===== src/rtl/shunt_power_pkg.sv =====
// Constants, register map and types of the shunt power calculation engine
package shunt_power_pkg;

  // ------------------------------------------------------------------------
  // Clock and converter timing
  // ------------------------------------------------------------------------
  localparam int CLK_HZ    = 50_000_000;
  localparam int SAMPLE_HZ = 500_000;
  localparam int TICK_DIV  = CLK_HZ / SAMPLE_HZ;
  // Conversion times in microseconds, selected by a 3-bit field
  localparam int CONV_US [8] = '{140, 204, 332, 588, 1100, 2116, 4156, 8244};
  // Averaging counts 1,4,16,64,128,256,512,1024 as shift amounts
  localparam int AVG_SHIFT [8] = '{0, 2, 4, 6, 7, 8, 9, 10};

  // ------------------------------------------------------------------------
  // Register offsets
  // ------------------------------------------------------------------------
  localparam logic [2:0] ADDR_SETUP = 3'h0;
  localparam logic [2:0] ADDR_SHUNT = 3'h1;
  localparam logic [2:0] ADDR_BUS   = 3'h2;
  localparam logic [2:0] ADDR_POWER = 3'h3;
  localparam logic [2:0] ADDR_CURR  = 3'h4;
  localparam logic [2:0] ADDR_SCALE = 3'h5;

  // ------------------------------------------------------------------------
  // Field layout and reset values
  // ------------------------------------------------------------------------
  localparam int CFG_SWRST_BIT = 15;
  localparam int CFG_AVG_LSB   = 9;
  localparam int CFG_BUSCT_LSB = 6;
  localparam int CFG_SHCT_LSB  = 3;
  localparam int MODE_SHUNT    = 0;
  localparam int MODE_BUS      = 1;
  localparam int MODE_CONT     = 2;
  localparam int BUS_MSB       = 15;
  localparam logic [15:0] CFG_RST = 16'h4127;

  // ------------------------------------------------------------------------
  // Arithmetic constants
  // ------------------------------------------------------------------------
  localparam int CUR_DIV = 2048;
  localparam int PWR_DIV = 20000;

  typedef enum logic [1:0] {PH_IDLE, PH_SHUNT, PH_BUS} phase_t;

endpackage


===== src/rtl/shunt_power_calc_engine.sv =====
// Shunt power calculation engine: conversion sequencing, math, registers
`timescale 1ns/1ps

// How it works
// - Conversion time and averaging count are separate fields of setup.
// - Shunt and bus conversions each have their own time select.
// - Only shunt and bus voltages are measured; current, power derived.
// - Converter sample enable runs at 500 kHz from the system clock.
// - Current is shunt times scaling factor, divided by 2048.
// - Power is current times bus voltage, divided by 20000.
// - Power LSB is fixed at 25 current LSBs by the divider.
// - Current and power stay zero until scaling factor is written.
// - After programming, shunt results refresh current and bus results refresh power.
// - Only scaling factor and measured voltages feed the math.
// - Bus voltage register is 1.25 mV per count, as delivered.
// - Bus voltage register MSB always reads zero.
// - Current follows shunt conversion; power follows bus conversion.
// - Per-sample results accumulate; averages load after N samples.
module shunt_power_calc_engine
  import shunt_power_pkg::*;
(
  // Clock and reset
  input  wire logic        clk,
  input  wire logic        rst_b,
  // Register port
  input  wire logic [2:0]  reg_addr,
  input  wire logic        reg_wr,
  input  wire logic        reg_rd,
  input  wire logic [15:0] reg_wdata,
  output logic      [15:0] reg_rdata,
  // Converter front end (decimator output, same clock)
  input  wire logic [15:0] shunt_meas,
  input  wire logic [15:0] bus_meas,
  output logic             sample_tick,
  output logic             conv_active,
  output logic             conv_bus_sel
);

  // --------------------------------------------------------------------------
  // State
  // --------------------------------------------------------------------------
  typedef struct packed {
    logic [15:0]        cfg;
    logic [15:0]        cal;
    logic               cal_set;
    logic [15:0]        shunt_reg;
    logic [15:0]        bus_reg;
    logic [15:0]        cur_reg;
    logic [15:0]        pwr_reg;
    logic [15:0]        rdata;
    logic [6:0]         tick_cnt;
    logic               sample_tick;
    phase_t             phase;
    logic               conv_active;
    logic               conv_bus;
    logic [12:0]        ct_cnt;
    logic [10:0]        avg_cnt;
    logic signed [15:0] last_cur;
    logic signed [15:0] last_pwr;
    logic signed [26:0] acc_sh;
    logic signed [26:0] acc_bus;
    logic signed [26:0] acc_cur;
    logic signed [26:0] acc_pwr;
  } state_t;

  localparam state_t ST_RST = '{cfg: CFG_RST, phase: PH_IDLE, default: '0};

  state_t s_r;
  state_t s_nxt;

  // --------------------------------------------------------------------------
  // Helpers
  // --------------------------------------------------------------------------
  function automatic logic [12:0] ct_ticks(input logic [2:0] sel);
    ct_ticks = 13'(CONV_US[sel] * (SAMPLE_HZ / 1000) / 1000);
  endfunction

  function automatic phase_t first_phase(input logic [15:0] cfg);
    if (cfg[MODE_SHUNT])
      first_phase = PH_SHUNT;
    else if (cfg[MODE_BUS])
      first_phase = PH_BUS;
    else
      first_phase = PH_IDLE;
  endfunction

  function automatic logic [15:0] avg_of(input logic signed [26:0] acc,
                                         input logic [2:0] sel);
    logic signed [26:0] q;
    q = acc >>> AVG_SHIFT[sel];
    avg_of = q[15:0];
  endfunction

  // --------------------------------------------------------------------------
  // Per-sample arithmetic
  // --------------------------------------------------------------------------
  // Full-width products so no intermediate can wrap; only the stored
  // quotient is cut to 16 bits.
  logic signed [32:0] cur_prod;
  logic signed [32:0] cur_quot;
  logic signed [15:0] cur_sample;
  logic signed [32:0] pwr_prod;
  logic signed [32:0] pwr_quot;
  logic signed [15:0] pwr_sample;
  logic [15:0]        bus_clean;

  always_comb begin
    cur_prod   = 33'(signed'(shunt_meas)) * 33'(signed'({1'b0, s_r.cal}));
    cur_quot   = cur_prod / 33'(CUR_DIV);
    cur_sample = cur_quot[15:0];
    bus_clean  = {1'b0, bus_meas[BUS_MSB-1:0]};
    // Dividing by 20000 fixes the power step at 25 current steps
    pwr_prod   = 33'(s_r.last_cur) * 33'(signed'({1'b0, bus_clean}));
    pwr_quot   = pwr_prod / 33'(PWR_DIV);
    pwr_sample = pwr_quot[15:0];
  end

  // --------------------------------------------------------------------------
  // Next state
  // --------------------------------------------------------------------------
  logic [2:0]  avg_sel;
  logic [10:0] avg_last;
  logic        sh_done;
  logic        bus_done;
  logic        round_done;

  always_comb begin
    s_nxt       = s_r;
    avg_sel     = s_r.cfg[CFG_AVG_LSB +: 3];
    avg_last    = 11'((1 << AVG_SHIFT[avg_sel]) - 1);
    // Conversion ends on a sample edge once its selected time elapsed
    sh_done     = s_r.phase == PH_SHUNT && s_r.sample_tick &&
                  s_r.ct_cnt == ct_ticks(s_r.cfg[CFG_SHCT_LSB +: 3]) - 13'd1;
    bus_done    = s_r.phase == PH_BUS && s_r.sample_tick &&
                  s_r.ct_cnt == ct_ticks(s_r.cfg[CFG_BUSCT_LSB +: 3]) - 13'd1;
    round_done  = bus_done || (sh_done && !s_r.cfg[MODE_BUS]);

    // 500 kHz sampling enable
    s_nxt.sample_tick = 1'b0;
    if (s_r.tick_cnt == 7'(TICK_DIV - 1)) begin
      s_nxt.tick_cnt    = '0;
      s_nxt.sample_tick = 1'b1;
    end else begin
      s_nxt.tick_cnt = s_r.tick_cnt + 7'd1;
    end

    if (s_r.phase != PH_IDLE && s_r.sample_tick)
      s_nxt.ct_cnt = s_r.ct_cnt + 13'd1;

    // Shunt conversion result and current sample
    if (sh_done) begin
      s_nxt.ct_cnt   = '0;
      s_nxt.last_cur = s_r.cal_set ? cur_sample : 16'sh0000;
      s_nxt.acc_sh   = s_r.acc_sh + 27'(signed'(shunt_meas));
      s_nxt.acc_cur  = s_r.acc_cur +
                       27'(s_r.cal_set ? cur_sample : 16'sh0000);
      s_nxt.phase    = s_r.cfg[MODE_BUS] ? PH_BUS : PH_SHUNT;
    end

    // Bus conversion result and power from the latest current
    if (bus_done) begin
      s_nxt.ct_cnt   = '0;
      s_nxt.last_pwr = s_r.cal_set ? pwr_sample : 16'sh0000;
      s_nxt.acc_bus  = s_r.acc_bus + 27'(bus_clean);
      s_nxt.acc_pwr  = s_r.acc_pwr +
                       27'(s_r.cal_set ? pwr_sample : 16'sh0000);
      s_nxt.phase    = first_phase(s_r.cfg);
    end

    // One averaged sample complete
    if (round_done) begin
      s_nxt.avg_cnt = s_r.avg_cnt + 11'd1;
      if (s_r.avg_cnt == avg_last) begin
        // Sums still hold this sample here; clearing first would load zero
        s_nxt.avg_cnt = '0;
        if (s_r.cfg[MODE_SHUNT]) begin
          s_nxt.shunt_reg = avg_of(s_nxt.acc_sh, avg_sel);
          s_nxt.cur_reg   = s_r.cal_set ?
                            avg_of(s_nxt.acc_cur, avg_sel) : 16'h0000;
        end
        if (s_r.cfg[MODE_BUS]) begin
          s_nxt.bus_reg = avg_of(s_nxt.acc_bus, avg_sel) &
                          ~(16'h0001 << BUS_MSB);
          s_nxt.pwr_reg = s_r.cal_set ?
                          avg_of(s_nxt.acc_pwr, avg_sel) : 16'h0000;
        end
        s_nxt.acc_sh  = '0;
        s_nxt.acc_bus = '0;
        s_nxt.acc_cur = '0;
        s_nxt.acc_pwr = '0;
        // Triggered modes stop after one averaged result
        if (!s_r.cfg[MODE_CONT])
          s_nxt.phase = PH_IDLE;
      end
    end

    // Register port
    if (reg_rd) begin
      unique case (reg_addr)
        ADDR_SETUP: s_nxt.rdata = s_r.cfg;
        ADDR_SHUNT: s_nxt.rdata = s_r.shunt_reg;
        ADDR_BUS:   s_nxt.rdata = s_r.bus_reg;
        ADDR_POWER: s_nxt.rdata = s_r.pwr_reg;
        ADDR_CURR:  s_nxt.rdata = s_r.cur_reg;
        ADDR_SCALE: s_nxt.rdata = s_r.cal;
        default:    s_nxt.rdata = 16'h0000;
      endcase
    end

    if (reg_wr && reg_addr == ADDR_SCALE) begin
      s_nxt.cal     = reg_wdata;
      s_nxt.cal_set = 1'b1;
    end

    // A setup write restarts the sequence with fresh accumulators
    if (reg_wr && reg_addr == ADDR_SETUP) begin
      s_nxt.cfg     = reg_wdata & ~(16'h0001 << CFG_SWRST_BIT);
      s_nxt.phase   = first_phase(reg_wdata);
      s_nxt.ct_cnt  = '0;
      s_nxt.avg_cnt = '0;
      s_nxt.acc_sh  = '0;
      s_nxt.acc_bus = '0;
      s_nxt.acc_cur = '0;
      s_nxt.acc_pwr = '0;
      if (reg_wdata[CFG_SWRST_BIT])
        s_nxt = ST_RST;
    end

    s_nxt.conv_active = s_nxt.phase != PH_IDLE;
    s_nxt.conv_bus    = s_nxt.phase == PH_BUS;
  end

  always_ff @(posedge clk or negedge rst_b) begin
    if (!rst_b)
      s_r <= ST_RST;
    else
      s_r <= s_nxt;
  end

  assign reg_rdata    = s_r.rdata;
  assign sample_tick  = s_r.sample_tick;
  assign conv_active  = s_r.conv_active;
  assign conv_bus_sel = s_r.conv_bus;
endmodule // shunt_power_calc_engine


===== config.mk =====
export PLATFORM = sky130hd
export DESIGN_NAME = shunt_power_calc_engine
export DESIGN_NICKNAME = d
export VERILOG_FILES = /design/src/rtl/shunt_power_pkg.sv /design/src/rtl/shunt_power_calc_engine.sv
export SDC_FILE = /design/constraint.sdc
export NUM_CORES = 2
export LEC_CHECK = 0
export BUFFER_PORTS_ARGS = -buffer_cell sky130_fd_sc_hd__buf_4
export CAP_MARGIN = 20
export CORE_AREA = 10 10 396 398
export CTS_CLUSTER_SIZE = 12
export DETAILED_ROUTE_END_ITERATION = 8
export DIE_AREA = 0 0 406 408
export MAX_ROUTING_LAYER = met4
export PLACE_DENSITY = 0.56
export SLEW_MARGIN = 10
export SYNTH_ARGS = -nofsm -noshare
export SYNTH_HDL_FRONTEND = slang
export SYNTH_SLANG_ARGS = --single-unit

===== constraint.sdc =====
create_clock -name clk -period 28 [get_ports clk]
set_clock_uncertainty 0.15 [all_clocks]
set_input_delay 1.4 -clock clk [delete_from_list [all_inputs] [get_ports clk]]
set_output_delay 1.4 -clock clk [all_outputs]
set_load 0.005 [all_outputs]

==> results <==
- The flow ran to the end, and the final reports show no timing, DRC or antenna violations.
- The via count of the first global-routing pass was 51855.
- The share of total power dissipated in the clock network is 0.074.
- The proportion of synthesized chip area in sequential cells is 0.121.
- The worst hold path class is reg -> reg.
- The floorplan die width is 406 µm.
- The post-detailed-route DRC marker count is 0.
- The analysis attributes to net switching a power of 0.00357 W.
- Of the total power, combinational logic draws 0.857.
- The total area inside the core boundary comes to 149000 µm².
- The count of warnings emitted by yosys is 0.
- The effective utilization at floorplan is 0.377.
- The synthesis-to-layout area growth is 12.3%.
- The area of all placed cells without fillers is 63000 µm².
- Synthesis handed over a netlist of 7126 instances.
- After synthesis, the mean cell area works out to 7.87 µm².
- After detailed routing, the total wire length is 169 mm.
- The worst setup path is captured at a flip-flop.
- The switching portion of total power is 0.555.
- The clock edge transition at the registers on the reported setup and hold paths is 0.06 ns.
- The worst reg2reg path startpoint is s_r[139]$_DFF_PN0_.
- Timing would allow up to 37.5 MHz.
- The overall die height is 408 µm.
- The final-report hold violation count is 0.
- The setup TNS is 0 ns.
- In this run the clock root is driven by a sky130_fd_sc_hd__clkbuf_16.
- The worst supply voltage drop on vdd is 0.128 mV.
- The area taken by multi-input logic gates is 45700 µm².
- The number of CTS-inserted buffers is 35.
- The count of flip-flops with a built-in enable after synthesis is 0.
- The area enclosed by the die boundary is 166000 µm².
- The most numerous cell type found on the critical path is sky130_fd_sc_hd__a21oi_1.
- The number of pins exceeding their max-slew limit in the final report is 0.
- The first global-routing pass estimated 275 mm of wire.
- Of the total power, registers draw 0.069.
- The required time of the critical path is 28.30 ns.
- Among all stages on the critical path, the largest delay is contributed by sky130_fd_sc_hd__fa_2.
- Dividing the final minimum period by the clock period gives 0.954.
- The number of nets with antenna violations after detailed routing is 0.
- Counting both buffers and inverters, the worst setup path holds a total of 12.
- The internal power is 0.00286 W.
- Counting I/O delays and the setup requirement, the final critical path takes 26.70 ns.
- Of the cells placed in the final design, the portion with a size suffix greater than 1 is 0.119.
- The post-detailed-route wirelength per cell is 18.1 µm.
- The headroom to the max-slew limit is 0.269.
- The number of different library cells used by synthesis comes to 137.
- After synthesis the cells add up to 56100 µm².
- Once detailed placement completed, the half-perimeter wirelength came to 131 mm.
- The stage delay of the slowest cell on the critical path is 0.55 ns.
- The register cell area after layout is 6790 µm².
- The total power density per cell area is 102 nW/µm².
- The total number of vias is 51819.
- The number of design-rule violations left by the first detailed-router iteration is 3345.
- After global routing the overflow that remains totals 0.
- The final setup violation count is 0.
- The beginning of the critical path is bus_meas[2].
- The maximum number of pins on one net before global-route repair is 99.
- The number of H-tree levels is 2.
- The worst-skew pair later-pin latency is 0.56 ns.
- The hold path startpoint is s_r[169]$_DFF_PN0_.
- The cell type group with the largest total delay on the critical path is compound AO/OA/AOI/OAI gates.
- Data on the critical path arrives at its endpoint at 27.00 ns.
- The number of antenna violations at the first check in global routing came to 9.
- Counting every sink on the clock net gives 271.
- The initialized floorplan defines 142 standard-cell rows.
- TritonCTS built the clock tree.
- The tool flagged a number of max-cap violations equal to 0.
- The global placer's final weighted congestion is 0.899.
- At the pin with the least slew margin, the transition time is 1.10 ns.
- The final layout contains 8320 nets.
- The proportion of synthesized flip-flops having asynchronous set or reset is 1.00.
- In this run the worst path has a maximum fanout of 17.
- The total leakage power is 29.7 nW.
- The number of buffers inserted by port buffering is 72.
- The number of detailed-route iterations in the first pass is 6.
- The standard cell area after detailed placement is 61000 µm².
- 74 I/O pins were placed.
- After detailed routing, the number of vias per cell comes to 5.55.
- The most used flip-flop cell after synthesis is sky130_fd_sc_hd__dfrtp_1.
- The share of the core filled with cells is 0.423.
- STA classifies the critical path startpoint as an input port.
- Synthesis inferred 271 register bits.
- Counting along the longest clock path gives a buffer depth of 3.
- The critical path in this run is classified as in -> reg.
- In the global route stage, overall resource usage came out at 0.203.
- The number of inserted filler cells in the final layout is 15062.
-- cell usage in the layout, fill, tap and decap left out, types with 61 or more instances in the layout --
cell	instances
sky130_fd_sc_hd__a21oi_1	398
sky130_fd_sc_hd__xnor2_1	313
sky130_fd_sc_hd__o21ai_0	294
sky130_fd_sc_hd__nor3_1	125
sky130_fd_sc_hd__a211oi_1	61
sky130_fd_sc_hd__buf_4	526
sky130_fd_sc_hd__o211ai_1	63
sky130_fd_sc_hd__a21o_1	77
sky130_fd_sc_hd__nand3_1	123
sky130_fd_sc_hd__a31oi_1	74
sky130_fd_sc_hd__mux2i_1	195
sky130_fd_sc_hd__nor2_1	605
sky130_fd_sc_hd__o21bai_1	97
sky130_fd_sc_hd__and2_1	277
sky130_fd_sc_hd__nand2_1	824
sky130_fd_sc_hd__and3_1	88
sky130_fd_sc_hd__dfrtp_1	265
sky130_fd_sc_hd__fa_1	491
sky130_fd_sc_hd__xor2_1	127
sky130_fd_sc_hd__inv_1	761
sky130_fd_sc_hd__ha_1	410
-- layer usage --
metal | GRT usage | part of all wire
met1 | 0.268 | 0.46
met2 | 0.338 | 0.48
met3 | 0.0158 | 0.041
met4 | 0.0474 | 0.023
met5 | - | 0
-- per-stage QoR --
step	hold WS, ns	cells	setup WS [ns]	total power [W]
after floorplan	0.274	7133	2.11	0.00469
after global placement	0.294	9238	0.481	0.00582
after detailed placement	0.292	9238	0.132	0.00591
after CTS	0.302	9301	0.657	0.00644
after global routing	0.319	9329	-0.0788	0.00710
final	0.299	9329	1.30	0.00643
-- timing repair --
action	CTS	global route
buffers inserted	0	23
hold buffers	0	0
endpoints found under the setup margin	0	21
resized for setup	0	123
-- path summary, 6_finish.rpt --
check	endpoint	slack, ns	depth (start not counted)
min in group asynchronous	s_r[4]$_DFF_PN0_	0.74	1
max	s_r[207]$_DFF_PN0_	1.30	113
max in group asynchronous	s_r[254]$_DFF_PN0_	24.80	3
min	s_r[169]$_DFF_PN0_	0.30	1
max reg2reg	s_r[207]$_DFF_PN0_	1.41	112
min reg2reg	s_r[169]$_DFF_PN0_	0.30	1
-- power groups by stage --
stage / clock network, W / registers, W / logic (W)
finish: 0.000476 / 0.000443 / 0.00551
global route: 0.000499 / 0.000445 / 0.00616
floorplan: 0 / 0.000429 / 0.00426
detailed placement: 0 / 0.000449 / 0.00546
global placement: 0 / 0.000449 / 0.00537
CTS: 0.000482 / 0.000442 / 0.00551
-- kinds of logic (layout without fill, tap and decap cells) --
kind of cell    count (synthesis)  in the layout  share of synthesized area
buf+inv                      1110           1358                     0.0767
mux                           248            248                     0.0466
simple gates                 2490           2490                      0.214
other cells                     2             12                   0.000134
xor+xnor                      456            456                     0.0731
flops                         271            271                      0.121
compound gates               1632           1633                      0.198
fa+ha+maj                     917            917                      0.270
-- layout make-up --
cell class                 count  area share
multi-input combinational   5753       0.725
sequential                   271       0.108
timing repair buffer         533      0.0640
inverter                     762      0.0454
tap                         1944      0.0386
clock buffer                  53      0.0169
clock inverter                10     0.00189
antenna                        3    0.000119
-- cell usage after synthesis (19+ instances only) --
cell type	instances	area, µm²
sky130_fd_sc_hd__a211o_1	24	210
sky130_fd_sc_hd__nand2_1	828	3110
sky130_fd_sc_hd__and3_1	89	557
sky130_fd_sc_hd__fa_1	494	9890
sky130_fd_sc_hd__a221oi_1	33	289
sky130_fd_sc_hd__or2_2	39	244
sky130_fd_sc_hd__nand2b_1	51	319
sky130_fd_sc_hd__nand4_1	51	319
sky130_fd_sc_hd__nand3_1	124	621
sky130_fd_sc_hd__and2_1	280	1750
sky130_fd_sc_hd__ha_1	415	5190
sky130_fd_sc_hd__a211oi_1	64	480
sky130_fd_sc_hd__mux2_2	40	450
sky130_fd_sc_hd__o21ai_1	29	145
sky130_fd_sc_hd__o21ai_0	297	1490
sky130_fd_sc_hd__o2111ai_1	19	166
sky130_fd_sc_hd__nor2_1	611	2290
sky130_fd_sc_hd__o31ai_1	35	263
sky130_fd_sc_hd__buf_4	20	150
sky130_fd_sc_hd__o21a_1	47	353
sky130_fd_sc_hd__nand3b_1	25	188
sky130_fd_sc_hd__buf_1	35	131
sky130_fd_sc_hd__a21o_1	77	578
sky130_fd_sc_hd__mux2i_1	199	1990
sky130_fd_sc_hd__a22oi_1	24	180
sky130_fd_sc_hd__or3_1	45	282
sky130_fd_sc_hd__xnor2_1	318	2790
sky130_fd_sc_hd__o21bai_1	100	751
sky130_fd_sc_hd__o221ai_1	23	201
sky130_fd_sc_hd__a31oi_1	77	482
sky130_fd_sc_hd__o22ai_1	32	200
sky130_fd_sc_hd__xor2_1	128	1120
sky130_fd_sc_hd__dfrtp_1	265	6630
sky130_fd_sc_hd__clkbuf_1	264	991
sky130_fd_sc_hd__a21oi_1	404	2020
sky130_fd_sc_hd__buf_2	25	125
sky130_fd_sc_hd__nor3_1	132	661
sky130_fd_sc_hd__inv_1	761	2860
sky130_fd_sc_hd__or4_1	19	143
sky130_fd_sc_hd__nor2b_1	41	257
sky130_fd_sc_hd__nor4_1	42	263
sky130_fd_sc_hd__o211ai_1	63	473
-- flip-flops by register name, summed over array words and instances, names as in the netlist --
name	flops
sample_tick	1
s_r	249
conv_bus_sel	1
reg_rdata	16
conv_active	1
avg_sel	3
-- worst reg2reg max path: cells and delay by family (launching register included) --
kind	cells	cell delay [ns]
compound gates	68	14.76
xor+xnor	2	0.39
fa+ha+maj	8	3.83
buf+inv	11	1.49
flops	1	0.80
mux	1	0.29
simple gates	22	4.74
Power figures use the tool's default switching activity.
